File: src/logic/safety_pkg.sv
// Constants and types for the safety fault and stop manager
//
// Summary of operation
// - General faults reported, standard acknowledge clears them
// - Discrepant input reads zero until fail-safe acknowledge
// - Cross-check or speed violation raises internal event
// - Internal event cleared only by fail-safe acknowledge
// - Immediate stop removes torque, no braking
// - Ramped stop brakes to standstill, then torque off
// - Torque control switched to speed control while braking
// - Braking off ramp aborts to immediate torque off
// - Cross-check cause escalates straight to torque off
// - Alarm cause: none, torque off, or ramp
// - Input pulse low-high-low plus standard acknowledge
// - Control word 0 bit 7 pulse plus acknowledge
// - Torque-off or stop-one toggle high-low-high also acknowledges
// - Power-on reset clears all faults
// - Discrepancy selects its safety function at once
// - Basic modes: torque-off discrepancy fault per channel
// - Basic modes: torque-off discrepancy flags internal event bit
// - Extended onboard: discrepancy alarm per channel
// - Stop-one discrepancy reported in extended onboard mode only, braking continues
// - Limited speed held until cleared and acknowledged
// - Direction monitoring held, motor not switched off
`default_nettype none
package safety_pkg;
	// ========================================
	// Inputs and register map
	localparam int NUM_IN  = 5;
	localparam int IDX_STO = 0;
	localparam int IDX_SS1 = 1;
	localparam int IDX_SLS = 2;
	localparam int IDX_SDI = 3;
	localparam int IDX_ACK = 4;
	localparam int AW      = 4;
	localparam int DW      = 32;
	localparam logic [AW-1:0] ADDR_CTRL   = 4'h0;
	localparam logic [AW-1:0] ADDR_STATUS = 4'h4;
	localparam logic [AW-1:0] ADDR_CODES  = 4'h8;
	localparam int CTRL_ACK_BIT  = 0;
	localparam int CTRL_MODE_LSB = 1;
	// ========================================
	// Timing
	localparam int CLK_HZ      = 10000000;
	localparam int TOL_TIME_US = 1000;
	localparam int TOL_CYCLES  = TOL_TIME_US * (CLK_HZ / 1000000);
	localparam int TOL_W       = 16;
	// Bit 0 ack input, bit 1 control word 0: low-high-low; others high-low-high
	localparam logic [5:0] SEQ_POL = 6'h03;
	// ========================================
	// Types
	typedef enum logic [1:0] {MODE_BASIC_ONBOARD, MODE_BASIC_BUS, MODE_EXT_ONBOARD,
		MODE_EXT_BUS_BASIC} mode_e;
	typedef enum logic [1:0] {STOP_RUN, STOP_RAMP, STOP_TORQUE_OFF} stop_e;
	typedef struct packed {
		logic xcheck;
		logic speed_limit;
		logic alarm_cause;
		logic standstill;
		logic ramp_violation;
		logic torque_ctrl;
		logic param_invalid;
		logic accept_test;
	} event_in_s;
	typedef struct packed {
		logic cw0_ack;
		logic cw1_sto;
		logic cw1_ss1;
	} telegram_s;
	typedef struct packed {
		logic [AW-1:0] addr;
		logic [DW-1:0] wdata;
		logic          wr;
		logic          rd;
	} bus_req_s;
	typedef struct packed {
		logic torque_off;
		logic fast_ramp_off;
		logic force_speed_ctrl;
	} drive_s;
	typedef struct packed {
		logic safe_torque_off;
		logic ss1;
		logic safely_limited_speed;
		logic safe_direction;
	} select_s;
	typedef struct packed {
		logic fault_ch1;
		logic fault_ch2;
		logic alarm_ch1;
		logic alarm_ch2;
		logic internal_event;
		logic general_fault;
	} report_s;
	typedef struct packed {
		logic [NUM_IN-1:0][1:0]       s1;
		logic [NUM_IN-1:0][1:0]       s2;
		logic [NUM_IN-1:0][1:0]       s3;
		logic [NUM_IN-1:0][1:0]       filt;
		logic [NUM_IN-1:0]            disc;
		logic [NUM_IN-1:0]            rep;
		logic [NUM_IN-1:0]            chan2;
		logic [NUM_IN-1:0][TOL_W-1:0] tol;
		logic [5:0]                   mark;
		logic [5:0]                   lvl_prev;
		logic                         fs_armed;
		mode_e                        mode;
		stop_e                        stop;
		drive_s                       drive;
		select_s                      sel;
		report_s                      report;
		logic [DW-1:0]                rd_data;
	} state_s;
	localparam state_s STATE_RST = '0;
endpackage : safety_pkg
`default_nettype wire

File: src/logic/safety_fault_stop_manager.sv
// Safety fault sorting, stop responses and fail-safe acknowledge detection
`timescale 1ns/100ps
`default_nettype none
module safety_fault_stop_manager #(
	parameter int TOL_CYCLES = safety_pkg::TOL_CYCLES
) (
	input  wire logic                                     clk,
	input  wire logic                                     rst,
	input  wire logic [safety_pkg::NUM_IN-1:0][1:0]       fs_in,
	input  wire safety_pkg::telegram_s                    tel,
	input  wire safety_pkg::event_in_s                    ev,
	input  wire safety_pkg::bus_req_s                     bus,
	output logic      [safety_pkg::DW-1:0]                rd_data,
	output safety_pkg::select_s                           sel,
	output safety_pkg::drive_s                            drive,
	output safety_pkg::report_s                           report
);
	import safety_pkg::*;

	state_s      st;
	state_s      n;
	logic        std_ack;
	logic        fs_ack;
	logic        arm;
	logic        basic;
	logic        any_sel;
	logic        to_now;
	logic        ramp_now;
	logic        ie_set;
	logic [5:0]  lvl;
	logic [NUM_IN-1:0] mism;
	logic [NUM_IN-1:0] eff;
	logic [NUM_IN-1:0] eff_n;

	// Returns {next mark, done}; pol is the level of the middle phase
	function automatic logic [1:0] seq_step(input logic prev, input logic cur,
		input logic mark, input logic pol);
		logic first;
		logic back;
		first = (cur == pol) && (prev != pol);
		back  = (cur != pol) && (prev == pol);
		return {first ? 1'b1 : (back ? 1'b0 : mark), back && mark};
	endfunction : seq_step

	// ========================================
	// Next state
	always_comb begin
		logic [1:0] r;
		logic       allow;
		r     = '0;
		allow = 1'b0;
		n     = st;
		std_ack = bus.wr && (bus.addr == ADDR_CTRL) && bus.wdata[CTRL_ACK_BIT];
		basic = (st.mode != MODE_EXT_ONBOARD);
		any_sel = st.sel.safe_torque_off || st.sel.ss1 || st.sel.safely_limited_speed || st.sel.safe_direction;

		// Three-stage sync; a level counts once stages two and three agree
		n.s1 = fs_in;
		n.s2 = st.s1;
		n.s3 = st.s2;
		for (int i = 0; i < NUM_IN; i++) begin
			for (int c = 0; c < 2; c++) begin
				if (st.s2[i][c] == st.s3[i][c]) begin
					n.filt[i][c] = st.s3[i][c];
				end
			end
			mism[i] = st.filt[i][0] != st.filt[i][1];
			eff[i]  = !st.disc[i] && st.filt[i][0] && st.filt[i][1];
		end

		// Acknowledge sequences on filtered pin levels and raw telegram bits
		lvl = {st.filt[IDX_SS1][0] & st.filt[IDX_SS1][1],
			st.filt[IDX_STO][0] & st.filt[IDX_STO][1],
			tel.cw1_ss1, tel.cw1_sto, tel.cw0_ack, eff[IDX_ACK]};
		arm = 1'b0;
		for (int k = 0; k < 6; k++) begin
			r = seq_step(st.lvl_prev[k], lvl[k], st.mark[k], SEQ_POL[k]);
			n.mark[k] = r[1];
			// Pin toggle acknowledge in extended onboard mode is blocked by a torque-off or stop-one discrepancy
			allow = (k < 4) || basic || !(st.disc[IDX_STO] || st.disc[IDX_SS1]);
			if (r[0] && allow) begin
				arm = 1'b1;
			end
		end
		n.lvl_prev = lvl;
		fs_ack = st.fs_armed && std_ack;
		n.fs_armed = (st.fs_armed && !fs_ack) || arm;

		// Discrepancy: latch at once, report after the tolerance time
		for (int i = 0; i < NUM_IN; i++) begin
			if (mism[i]) begin
				if (!st.disc[i]) begin
					n.chan2[i] = st.filt[i][0];
				end
				n.disc[i] = 1'b1;
				if (st.tol[i] != TOL_W'(TOL_CYCLES)) begin
					n.tol[i] = st.tol[i] + TOL_W'(1);
				end
				if (st.tol[i] == TOL_W'(TOL_CYCLES - 1)) begin
					n.rep[i] = 1'b1;
				end
			end else if (fs_ack) begin
				n.disc[i] = 1'b0;
				n.rep[i]  = 1'b0;
				n.tol[i]  = '0;
			end
		end
		for (int i = 0; i < NUM_IN; i++) begin
			eff_n[i] = !n.disc[i] && n.filt[i][0] && n.filt[i][1];
		end
		// Selection inputs are active low; a discrepant one stays selected
		n.sel.safe_torque_off = !eff_n[IDX_STO];
		n.sel.ss1 = !eff_n[IDX_SS1];
		n.sel.safely_limited_speed = !eff_n[IDX_SLS];
		n.sel.safe_direction = !eff_n[IDX_SDI];

		// Internal event: set beats clear in the same cycle
		ie_set = ev.xcheck || ev.speed_limit || (ev.alarm_cause && any_sel)
			|| (basic && n.rep[IDX_STO] && !st.rep[IDX_STO]);
		n.report.internal_event = ie_set || (st.report.internal_event && !fs_ack);
		n.report.general_fault = ev.param_invalid || ev.accept_test
			|| (st.report.general_fault && !std_ack);

		// Stop response
		to_now   = ev.xcheck || (ev.alarm_cause && st.sel.safe_torque_off);
		ramp_now = ev.speed_limit || (ev.alarm_cause && any_sel && !st.sel.safe_torque_off);
		case (st.stop)
			STOP_RUN: begin
				if (to_now) begin
					n.stop = STOP_TORQUE_OFF;
				end else if (ramp_now) begin
					n.stop = STOP_RAMP;
					n.drive.force_speed_ctrl = ev.torque_ctrl;
				end
			end
			STOP_RAMP: begin
				if (to_now || ev.standstill) begin
					n.stop = STOP_TORQUE_OFF;
				end else if (ev.ramp_violation) begin
					n.stop = STOP_TORQUE_OFF;
				end
			end
			STOP_TORQUE_OFF: begin
				if (!n.report.internal_event) begin
					n.stop = STOP_RUN;
				end
			end
			default: begin
				n.stop = STOP_TORQUE_OFF;
			end
		endcase
		// Torque-off selection overrides any braking phase
		n.drive.torque_off = (n.stop == STOP_TORQUE_OFF) || n.sel.safe_torque_off;
		n.drive.fast_ramp_off = (n.stop == STOP_RAMP) && !n.sel.safe_torque_off;
		n.drive.force_speed_ctrl = n.drive.fast_ramp_off && n.drive.force_speed_ctrl;

		// Discrepancy messages per channel
		n.report.fault_ch1 = basic && n.rep[IDX_STO] && !n.chan2[IDX_STO];
		n.report.fault_ch2 = basic && n.rep[IDX_STO] && n.chan2[IDX_STO];
		n.report.alarm_ch1 = !basic && |(n.rep[3:0] & ~n.chan2[3:0]);
		n.report.alarm_ch2 = !basic && |(n.rep[3:0] & n.chan2[3:0]);

		// Register port
		if (bus.wr && (bus.addr == ADDR_CTRL)) begin
			n.mode = mode_e'(bus.wdata[CTRL_MODE_LSB +: 2]);
		end
		n.rd_data = '0;
		if (bus.rd) begin
			case (bus.addr)
				ADDR_CTRL: n.rd_data = DW'({st.mode, 1'b0});
				ADDR_STATUS: n.rd_data = DW'({st.stop, st.rep[3:0], st.disc[3:0],
					st.fs_armed, st.report.general_fault, st.report.internal_event});
				ADDR_CODES: n.rd_data = DW'({st.report.fault_ch1, st.report.fault_ch2,
					st.report.alarm_ch1, st.report.alarm_ch2});
				default: n.rd_data = '0;
			endcase
		end
	end

	// Power-on reset is itself an acknowledge of every fault
	always_ff @(posedge clk or posedge rst) begin
		if (rst) begin
			st <= STATE_RST;
		end else begin
			st <= n;
		end
	end

	assign rd_data = st.rd_data;
	assign sel     = st.sel;
	assign drive   = st.drive;
	assign report  = st.report;
endmodule : safety_fault_stop_manager
`default_nettype wire

File: config.mk
export PLATFORM = sky130hd
export DESIGN_NAME = safety_fault_stop_manager
export DESIGN_NICKNAME = d
export VERILOG_FILES = /design/src/logic/safety_pkg.sv /design/src/logic/safety_fault_stop_manager.sv
export SDC_FILE = /design/constraint.sdc
export NUM_CORES = 1
export LEC_CHECK = 0
export BUFFER_PORTS_ARGS = -buffer_cell sky130_fd_sc_hd__buf_2
export CAP_MARGIN = 10
export CORE_MARGIN = 2
export CORE_UTILIZATION = 42
export CTS_CLUSTER_SIZE = 10
export DETAILED_ROUTE_END_ITERATION = 10
export SETUP_SLACK_MARGIN = 0.02
export SLEW_MARGIN = 20
export SYNTH_ARGS = -nofsm -noshare
export SYNTH_HDL_FRONTEND = slang
export SYNTH_SLANG_ARGS = --single-unit
File: constraint.sdc
create_clock -name clk -period 12.3 [get_ports clk]
set_clock_uncertainty 0.1 [all_clocks]
set_input_delay 0.615 -clock clk [delete_from_list [all_inputs] [get_ports clk]]
set_output_delay 0.615 -clock clk [all_outputs]
set_load 0.02 [all_outputs]
# After elaboration in Yosys (flattened, before gate mapping)
# Cells that the tools add are included.
# Widths: inputs -> output; s select.
[classes]
addsub = 4
n_eq_ne = 34
mux = 76
bitwise = 17
reduce_logical = 98
[op_table]
columns = ["op", "n"]
rows = [
  ["$mux 16", 9],
  ["$add 16x1->16 const B", 4],
  ["$eq 16x14->1 const B", 4],
  ["$ne 16x14->1 const B", 4],
  ["$mux 1", 59],
  ["$logic_and 1x1->1", 47],
  ["$pmux 13 s3", 1],
  ["$reduce_bool 2->1", 11],
  ["$logic_not 1->1", 16],
  ["$logic_or 1x1->1", 16],
  ["$mux 13", 1],
  ["$not 1->1", 12],
  ["$eq 1x1->1", 10],
  ["$mux 2", 5],
  ["$and 4x4->4", 2],
  ["$ne 2x1->1 const B", 4],
  ["$reduce_and 2->1", 4],
  ["$reduce_or 4->1", 2],
  ["$pmux 2 s3", 1],
  ["$ne 1x1->1", 5],
  ["$eq 2x1->1 const B", 2],
  ["$eq 2x2->1 const B", 2],
  ["$eq 4x3->1 const B", 1],
  ["$eq 4x4->1 const B", 1],
  ["other kinds (5)", 6],
]
[word_totals]
ff_bits = 179
in_bits = 61
out_inout_bits = 45
word_cells = 282

# Depth between registers and ports, before layout
# Gate-level depths: netlist (run 1).
[logic_depth]
depth_word = 15
depth_mapped = 9
depth_no_buf = 7

# Worst setup path after synthesis (run 1)
# OpenSTA, ideal clock, no wires.
[synth_path]
path_type = "input to register"
startpoint = "in bus[36] (netlist name)"
endpoint = "reg st[104] (netlist name)"
setup_time_ps = 126
arrival_ps = 1994
required_time_ps = 12074
slack_ps = 10080
stages = 5
path_buffers = 1
path_cell_list = "clkbuf_1 > or4_1 > nor3_2 > nor2_1 > a221o_1"
[synth_between]
elab_chain_len = 6
[synth_rtl]
columns = ["element", "line", "text"]
rows = [
  ["start: declaration", "safety_fault_stop_manager.sv:12", "input wire safety_pkg::bus_req_s bus,"],
  ["$logic_not 4->1", "safety_fault_stop_manager.sv:53", "std_ack = bus.wr && (bus.addr == ADDR_CTRL) && bus.wdata[CTRL_ACK_BIT];"],
  ["$logic_and 1x1->1 (2 in a row)", "safety_fault_stop_manager.sv:53", ""],
  ["$logic_and 1x1->1", "safety_fault_stop_manager.sv:86", "fs_ack = st.fs_armed && std_ack;"],
  ["$reduce_bool 2->1 (no line)", "n/a", ""],
  ["$reduce_and 2->1 (no line)", "n/a", ""],
  ["end signal: assignment", "safety_fault_stop_manager.sv:185", "st <= n;"],
  ["end: declaration", "safety_fault_stop_manager.sv:20", "state_s st;"],
]
# No other way between the ends.
# A chain may end at the register's enable or synchronous reset.

==> results.json, run 1 <==
{
  "hold_path.class": "in -> reg",
  "unrepaired_setup_endpoints_after_global_routing": "no",
  "worst_path_max_delay_cell": "nor3_2",
  "synth_edf_count": 0,
  "place.detailed.hpwl_um": 9990,
  "setup.reg_to_reg.worst_slack_ns": 9.79,
  "cts_root_buf": "clkbuf_16",
  "via_per_inst": 5.186,
  "die_y_um": 135.9,
  "grt_overflow": 0,
  "clock_path_buffers": 2,
  "p_per_area_nw_per_um2": 195.4,
  "floorplan.io_pins": 106,
  "cts.reportedPaths.clkPinSlew_ns": 0.07,
  "drv.max_cap_violation_count": 0,
  "antenna_left": 0,
  "worstMarginPinSlew_ns": 0.9608,
  "wire_length_of_the_first_global_routing_pass_um": 24340,
  "worst_path_largest_cell_delay_ns": 0.81,
  "setup.worst_path.end_class": "flop",
  "core-area_um2": 17180,
  "part_of_the_cycle_the_worst_path_needs_pct": 20.87,
  "worst_slew_margin_rel_pct": 35.60,
  "drc_errors": 0,
  "clkLatencyLatePin_ns": 0.43,
  "crit_type": "in -> reg",
  "synth_seq_cells": 160,
  "rows": 48,
  "synthesis.area_um2": 7310,
  "postSynthAreaPerCell_um2": 10.99,
  "gp_congestion": 0.8388,
  "cts.htree.levels": 4,
  "grt_pass1_vias": 4816,
  "setup_viol": 0,
  "synth_sequential_area_ratio_pct": 54.78,
  "area_growth_syn_to_layout_pct": 12.27,
  "cts-buffers-inserted": 17,
  "worstPathRequired_ns": 12.51,
  "initial_antenna_violation_count": 0,
  "final_net_count": 787,
  "f_max_mhz": 389.6,
  "drt_first_iter_violations": 326,
  "timing_hold_violations_final": 0,
  "design.die.area_um2": 18470,
  "crit_arrival_ns": 2.77,
  "synth_cell_types": 59,
  "holdBufCountCts": 0,
  "maximum_fanout_count_along_the_critical_path": 16,
  "number_of_diodes_added_for_antenna_fixing": 0,
  "utilization_pct": 47.78,
  "syn_inst": 665,
  "cts_tree": "yes",
  "async_set_or_reset_register_ratio_after_synthesis_pct": 100.0,
  "wire_per_inst_um": 15.15,
  "drt-pass1-iter-count": 5,
  "die-width_um": 135.9,
  "synth-main-ff-cell": "dfrtp_1",
  "post_cts.repair.setup_buffers": 0,
  "timing.critical_path.cells": "buf_2 > or4_1 > nor3_2 > o22ai_1 > a22oi_1 > a21oi_1",
  "startpoint_type_of_the_worst_setup_path": "primary input",
  "placement.io_buffers": 57,
  "leakagePower_nw": 3.768,
  "largest_net_degree_at_the_start_of_global_routing": 97,
  "post-route-min-period_ns": 2.567,
  "setup_total_negative_slack_ns": 0,
  "cts_num_sinks": 160,
  "drive_above_1_share_pct": 16.46,
  "num_vias": 4885,
  "cts_resized": 0,
  "ir_drop_mv": 0.1160,
  "initial_core_util_pct": 42.56,
  "status": "completed",
  "gr-usage-all-layers_pct": 16.96,
  "report.final.slew_viol_count": 0,
  "drt-total-wl_um": 14270,
  "ys.warnings.count": 0
}
-- metrics by stage --
stage / cell area [um2] / instances / worst slack, ns / power (mW) / hold slack [ns]
after detailed placement: 7580 / 910 / 9.246 / 1.055 / 0.2358
after floorplan: 7377 / 683 / 7.265 / 0.9773 / 0.2312
after global placement: 7580 / 910 / 9.352 / 1.038 / 0.2331
after CTS: 8207 / 942 / 9.719 / 1.618 / 0.1700
final: 8207 / 942 / 9.733 / 1.604 / 0.1884
after global routing: 8207 / 942 / 9.457 / 1.703 / 0.1647
-- synth_stat cells (all sizes together), types with 4 or more instances --
cell type  number  area [um2]
xor2           17       148.9
and3           20       125.1
a21oi          12       60.06
or4             4       30.03
a22o            4       35.03
a22oi           7       52.55
nand3b          6       45.04
nand2          53       201.5
xnor2          13       113.9
nor3           11       65.06
and2           11       68.82
ha             22       275.3
clkbuf          9       33.78
o21ai          25       125.1
buf            49       357.8
nand3          37       185.2
nand2b          8       50.05
nor4           11       98.84
mux2           13       146.4
dfrtp         160        4004
maj3           10       100.1
inv            30       112.6
mux2i          14       140.1
nand4          15       93.84
nor2           48       182.7
and4            8       70.07
-- critical path: cells and delay by family --
kind	cells	cell delay, ns
buf+inv	1	0.13
simple gates	2	1.44
compound gates	3	0.58
-- final cells by class --
class / count / area [um2]
clock buffers: 19 / 452.9
clock inverters: 13 / 173.9
fillers: 1579 / 8970
inverters: 30 / 117.6
multi-input cells: 435 / 2869
flip-flops and latches: 160 / 4004
well taps: 225 / 281.5
repair buffers: 60 / 307.8
-- where the power goes --
part           total, mW  internal, mW  leakage [nW]  switching [mW]
clock network      0.555         0.335         0.309           0.220
logic              0.287         0.128          1.59           0.159
registers          0.762         0.641          1.87           0.121
-- sequential cells by signal (all words and copies together) (netlist names) --
| name | count |
|---|---|
| drive | 3 |
| n | 20 |
| rd_data | 13 |
| report | 6 |
| sel | 4 |
| st | 114 |
-- cell usage in the layout (no fill, tap or decap), drive strengths merged, types with 14 or more instances in the layout --
cell / n
dfrtp: 160
buf: 60
nand2: 53
nor2: 48
nand3: 37
inv: 36
o21ai: 25
ha: 22
and3: 20
conb: 19
clkbuf: 19
xor2: 17
nand4: 15
mux2i: 14
-- cell families after synthesis --
kind of cell	count (synthesis)	synth area share [%]
flip-flops	160	54.78
buffers and inverters	88	6.898
adder cells (fa/ha/maj)	32	5.135
other	1	0.05130
AND/OR/NAND/NOR	253	18.95
XOR/XNOR	30	3.595
AO/OA/AOI/OAI	74	6.676
multiplexers	27	3.920
-- layer usage --
metal | track usage, % | routed length (um) | vias to the layer above | share of wire (%)
met2 | 26.40 | 6512 | 98 | 46
met3 | 4.176 | 610 | 27 | 4.3
li1 | - | - | 2351 | -
met1 | 23.06 | 6865 | 2409 | 48
met5 | 0 | 0 | - | 0
met4 | 6.308 | 279 | 0 | 2.0
-- path summary, 6_finish.rpt --
path	from	cells after the start	endpoint
max	bus[35]	6	report[2]
min reg2reg	n[179]	0	n[169]
max in group asynchronous	rst	3	report[5]
max reg2reg	st[157]	5	report[2]
min in group asynchronous	rst	2	drive[1]
min	fs_in[9]	1	n[186]
Note: power is estimated with default switching activity, not from simulation.
==> inputs of run 2 (changes only) <==
==> constraint.sdc (replaced) <==
create_clock -name clk -period 2.5 [get_ports clk]
set_clock_uncertainty 0.1 [all_clocks]
set_input_delay 0.125 -clock clk [delete_from_list [all_inputs] [get_ports clk]]
set_output_delay 0.125 -clock clk [all_outputs]
set_load 0.02 [all_outputs]
==> run 2 against run 1 <==
Net effect:
- non-clock buffer count grew 51
- utilization grew 3.0 points
- total power grew to 5.0 times the previous value
- via count grew 4.2%
- setup slack lost 9.4 ns
- sequential power grew to 4.9 times the previous value
- wire length grew 5.4%
- critical path type is now reg -> reg
==> results.json, run 2 (synthesized netlist as in run 1, its figures left out) <==
{
  "status": "completed",
  "worst_path_largest_cell_delay_ns": 0.60,
  "cts_num_sinks": 160,
  "place.detailed.hpwl_um": 10550,
  "grt_pass1_vias": 5164,
  "f_max_mhz": 453.2,
  "worstMarginPinSlew_ns": 0.6860,
  "crit_type": "reg -> reg",
  "num_vias": 5089,
  "drt-pass1-iter-count": 4,
  "via_per_inst": 5.125,
  "die_y_um": 135.9,
  "cts_root_buf": "clkbuf_16",
  "setup.worst_path.end_class": "flop",
  "drt_first_iter_violations": 321,
  "floorplan.io_pins": 106,
  "p_per_area_nw_per_um2": 926.0,
  "hold_path.class": "in -> reg",
  "power.share.combinational_pct": 18.4,
  "largest_register_ffs": 114,
  "clkLatencyLatePin_ns": 0.43,
  "sequential_cell_area_um2": 4004,
  "worst_r2r_startpoint": "st[117]",
  "cts.htree.levels": 4,
  "rows": 48,
  "swShare_pct": 31.32,
  "hold-path-endpoint": "rd_data[2]",
  "design.die.area_um2": 18470,
  "unrepaired_setup_endpoints_after_global_routing": "no",
  "hold-path-cell-count": 4,
  "setup_viol": 0,
  "hold_start": "bus[37]",
  "critical-path-top-delay-family": "simple AND/OR/NAND/NOR gates",
  "setup_total_negative_slack_ns": 0,
  "initial_antenna_violation_count": 0,
  "holdWs_ns": 0.02457,
  "cts-buffers-inserted": 17,
  "grt_overflow": 0,
  "most_frequent_cells_in_the_layout": "dfrtp_1 (160), buf_2 (57), nand2_1 (52)",
  "layout_commonest_cell": "dfrtp_1",
  "clock_path_buffers": 2,
  "drv.max_cap_violation_count": 0,
  "cts.reportedPaths.clkPinSlew_ns": 0.07,
  "maximum_fanout_count_along_the_critical_path": 8,
  "die-width_um": 135.9,
  "cts_tree": "yes",
  "gr-usage-all-layers_pct": 17.83,
  "critical_path.reg2reg.endpoint": "st[124]",
  "crit_arrival_ns": 2.46,
  "power_frac_clock_pct": 35.0,
  "placement.io_buffers": 57,
  "timing.critical_path.cells": "or4_1 > nor4_4 > nor2_1 > nand4_1 > mux2i_1",
  "wire_per_inst_um": 15.14,
  "startpoint_type_of_the_worst_setup_path": "flop",
  "gp_congestion": 0.8006,
  "antenna_left": 0,
  "setup.reg_to_reg.worst_slack_ns": 0.29,
  "largest_net_degree_at_the_start_of_global_routing": 68,
  "netSwitchingPower_mw": 2.528,
  "drive_above_1_share_pct": 17.32,
  "area_of_combinational_cells_with_multiple_inputs_um2": 2874,
  "path_buf_inv": 0,
  "initial_core_util_pct": 42.56,
  "drt-total-wl_um": 15030,
  "worst_slew_margin_rel_pct": 53.67,
  "intPower_mw": 5.544,
  "rr_worst_depth": 5,
  "final_net_count": 838,
  "post-route-min-period_ns": 2.207,
  "part_of_the_cycle_the_worst_path_needs_pct": 88.26,
  "number_of_diodes_added_for_antenna_fixing": 0,
  "worst_path_max_delay_cell": "or4_1",
  "seq_power_share_pct": 46.6,
  "worstPathRequired_ns": 2.75,
  "fill_cell_count": 1523,
  "report.final.slew_viol_count": 0,
  "p_total_mw": 8.072,
  "drc_errors": 0,
  "top_register": "st",
  "core-area_um2": 17180,
  "wire_length_of_the_first_global_routing_pass_um": 25780,
  "area_growth_syn_to_layout_pct": 19.26,
  "leakagePower_nw": 4.005,
  "ir_drop_mv": 0.5833,
  "timing_hold_violations_final": 0
}
==> run 2: cell types whose count changed in the layout (fill, tap and decap cells not counted), sizes merged <==
| cell | previous run | this run |
|---|---|---|
| bufinv | 3 | 4 |
| dlygate4sd3 | 0 | 36 |
| buf | 60 | 75 |
| clkinv | 3 | 4 |
| clkbuf | 19 | 17 |
==> run 2: area by class of cell <==
type	count	share of cell area (%)
Multi-Input combinational cell	435	32.97
Clock inverter	15	2.555
Tap cell	225	3.230
Inverter	30	1.335
Sequential cell	160	45.93
Clock buffer	17	4.880
Timing Repair Buffer	111	9.100
==> run 2: worst max path at each step <==
stage | start | to | slack [ns] | cells after the start
after global routing | st[117] | st[124] | 0.21 | 5
after floorplan | rst | drive[0] | 0.25 | 1
after global placement | st[94] | st[105] | 0.23 | 7
after CTS | st[94] | st[104] | 0.16 | 7
final | st[117] | st[124] | 0.29 | 5
after detailed placement | st[94] | st[104] | 0.18 | 7
==> run 2: layer usage <==
| metal | part of all wire (%) | wire length, um | vias to the layer above | GRT usage (%) |
|---|---|---|---|---|
| li1 | - | - | 2451 | - |
| met1 | 47 | 7048 | 2518 | 23.79 |
| met2 | 48 | 7222 | 107 | 28.93 |
| met3 | 4.2 | 635 | 13 | 4.884 |
| met4 | 0.84 | 126 | 0 | 4.514 |
| met5 | 0 | 0 | - | 0 |
==> run 2: what timing repair did <==
item	CTS	global route
endpoints found under the setup margin	0	3
setup buffers	0	0
gates resized for setup	0	1
endpoints found under the hold margin	188	0
hold buffers	36	0
==> run 2: worst reg2reg max path, cell delays in order (launching register included) <==
cell     delay (ns)
dfrtp_1        0.42
or4_1          0.60
nor4_4         0.42
nor2_1         0.22
nand4_1        0.18
mux2i_1        0.19
==> run 2: power by group through the flow <==
stage	logic (mW)	clock network (mW)	registers, mW
after global routing	1.71	3.02	3.85
after floorplan	1.19	0	3.62
after global placement	1.38	0	3.75
after detailed placement	1.45	0	3.78
final	1.48	2.83	3.76
after CTS	1.50	2.89	3.75
==> run 2: per-stage QoR <==
stage,worst slack (ns),instances,instance area (um2),util [%]
floorplan,0.2462,683,7381,-
global placement,0.2331,925,7704,44.85
detailed placement,0.1822,925,7704,44.85
CTS,0.1581,993,8712,50.72
global route,0.2064,993,8717,50.75
finish,0.2935,993,8717,50.75
==> inputs of run 3 (changes only) <==
==> constraint.sdc (replaced) <==
create_clock -name clk -period 2.1 [get_ports clk]
set_clock_uncertainty 0.1 [all_clocks]
set_input_delay 0.105 -clock clk [delete_from_list [all_inputs] [get_ports clk]]
set_output_delay 0.105 -clock clk [all_outputs]
set_load 0.02 [all_outputs]
==> run 3 against run 2 <==
Net effect:
- critical path depth did not move
- sequential power rose by 19%
- hold slack better by 0.016 ns
- die area unchanged
- total power rose by 21%
- non-clock buffer count is 9 higher
- utilization increased by 0.80 points
- register-to-register slack worse by 0.20 ns
- clock-buffer cell count is 4 higher
- highest routed layer unchanged
==> results.json, run 3 (synthesized netlist as in run 1, its figures left out) <==
{
  "worst_slew_margin_rel_pct": 50.57,
  "critical_path.endpoint": "st[112]",
  "global_route.usage.met2_pct": 29.60,
  "f_max_mhz": 498.2,
  "drt_first_iter_violations": 244,
  "drt-total-wl_um": 15480,
  "critical-path-top-delay-family": "simple AND/OR/NAND/NOR gates",
  "post-route-min-period_ns": 2.007,
  "worst_r2r_startpoint": "st[117]",
  "crit_arrival_ns": 2.21,
  "design.die.area_um2": 18470,
  "gp_congestion": 0.8353,
  "startpoint_type_of_the_worst_setup_path": "flop",
  "critical_path.reg2reg.endpoint": "st[112]",
  "grt_pass1_vias": 5244,
  "met3_use_gr_pct": 4.176,
  "cts.reportedPaths.clkPinSlew_ns": 0.06,
  "die_y_um": 135.9,
  "hold_path.class": "in -> reg",
  "timing_hold_violations_final": 0,
  "layout_commonest_cell": "dfrtp_1",
  "clkLatencyLatePin_ns": 0.42,
  "largest_net_degree_at_the_start_of_global_routing": 44,
  "worstPathRequired_ns": 2.31,
  "maximum_fanout_count_along_the_critical_path": 6,
  "report.final.slew_viol_count": 0,
  "area_growth_syn_to_layout_pct": 21.14,
  "wire_per_inst_um": 15.45,
  "most_frequent_cells_in_the_layout": "dfrtp_1 (160), buf_2 (57), nand2_1 (52)",
  "antenna_left": 0,
  "grt_overflow": 0,
  "cts_root_buf": "clkbuf_16",
  "status": "completed",
  "place_inst": 937,
  "initial_core_util_pct": 42.56,
  "rr_worst_depth": 5,
  "number_of_diodes_added_for_antenna_fixing": 0,
  "ir_drop_mv": 0.7503,
  "cp-startpoint": "st[117]",
  "cts_num_sinks": 160,
  "path_depth": 5,
  "drt-pass1-iter-count": 4,
  "clock_path_buffers": 2,
  "placement.io_buffers": 57,
  "initial_antenna_violation_count": 0,
  "setup_viol": 0,
  "rows": 48,
  "drc_errors": 0,
  "num_vias": 5172,
  "setup.reg_to_reg.worst_slack_ns": 0.09,
  "p_per_area_nw_per_um2": 1104,
  "final_cells": 1002,
  "worst_path_largest_cell_delay_ns": 0.56,
  "grt.busiest_layer": "met2",
  "drv.max_cap_violation_count": 0,
  "gr-usage-all-layers_pct": 18.13,
  "cts_tree": "yes",
  "die-width_um": 135.9,
  "setup.worst_path.end_class": "flop",
  "cts.htree.levels": 4,
  "unrepaired_setup_endpoints_after_global_routing": "yes",
  "cts-buffers-inserted": 17,
  "drive_above_1_share_pct": 20.46,
  "path_buf_inv": 0,
  "worstMarginPinSlew_ns": 0.7362,
  "via_per_inst": 5.162,
  "part_of_the_cycle_the_worst_path_needs_pct": 95.58,
  "holdWs_ns": 0.04028,
  "timing.critical_path.cells": "or4_4 > nor4_4 > or2_4 > o21ai_2 > a22o_1",
  "wire_length_of_the_first_global_routing_pass_um": 26080,
  "p_total_mw": 9.775,
  "leakagePower_nw": 4.049,
  "crit_type": "reg -> reg",
  "top_register": "st",
  "use_met1_pct": 24.07,
  "place.detailed.hpwl_um": 10930,
  "worst_path_max_delay_cell": "or4_4",
  "core-area_um2": 17180,
  "largest_register_ffs": 114,
  "final_net_count": 847,
  "floorplan.io_pins": 106
}
==> run 3: cell count changes in the layout (fill, tap and decap cells not counted), moves of 2 or more <==
cell           previous run  this run
buf_4                    17        32
dlygate4sd3_1            36        31
inv_6                     6         3
o21ai_1                   3         0
clkbuf_1                  0         2
clkbuf_8                  0         2
clkinvlp_4                1         3
nand4bb_1                 2         0
nand4bb_4                 0         2
o21ai_2                   0         2
==> run 3: final cells by class <==
cell class | count | area (um2)
inverter | 30 | 116.4
multi-input combinational | 435 | 2982
clock buffer | 21 | 460.4
tap | 225 | 281.5
timing repair buffer | 120 | 835.8
sequential | 160 | 4004
clock inverter | 11 | 175.2
fill | 1561 | 8322
==> run 3: power breakdown <==
group	leakage, nW	internal, mW	switching (mW)
combinational	1.87	0.956	1.04
sequential	1.87	3.75	0.724
clock	0.305	2.07	1.23
total	4.05	6.77	3.00
==> run 3: worst min path at each step <==
stage,slack [ns],cells past startpoint,start,endpoint
finish,0.04,4,bus[35],rd_data[3]
global route,0.04,4,bus[35],rd_data[3]
CTS,0.02,4,bus[34],rd_data[3]
detailed placement,0.12,1,fs_in[9],n[186]
global placement,0.11,1,fs_in[2],n[179]
floorplan,0.04,0,fs_in[0],n[177]
==> run 3: stage by stage <==
| step | utilization, % | setup WS, ns | area [um2] | setup TNS (ns) |
|---|---|---|---|---|
| after floorplan | - | -0.1338 | 7382 | -21.41 |
| after global placement | 45.30 | 0.07942 | 7781 | 0 |
| after detailed placement | 45.30 | 0.01860 | 7781 | 0 |
| after CTS | 50.82 | 0.004193 | 8730 | 0 |
| after global routing | 51.55 | -0.003017 | 8855 | -0.003017 |
| final | 51.55 | 0.09287 | 8855 | 0 |
==> run 3: repair_timing <==
item                       CTS  global route
resized for setup            1            20
hold endpoints to repair   188             0
pin swaps                    0             6
hold buffers                31             0
setup endpoints to repair    1            26
buffers inserted             0             2
==> run 3: per-layer routing <==
metal,share of wire (%),vias to the layer above
met5,0,-
met4,0.81,0
met3,3.1,10
met2,50,89
met1,46,2603
li1,-,2470
==> run 3: worst min-delay path, cell delays in order <==
cell and delay (ns):
buf_2 0.12, nor2_1 0.06, nand2_1 0.12, nor2_1 0.09
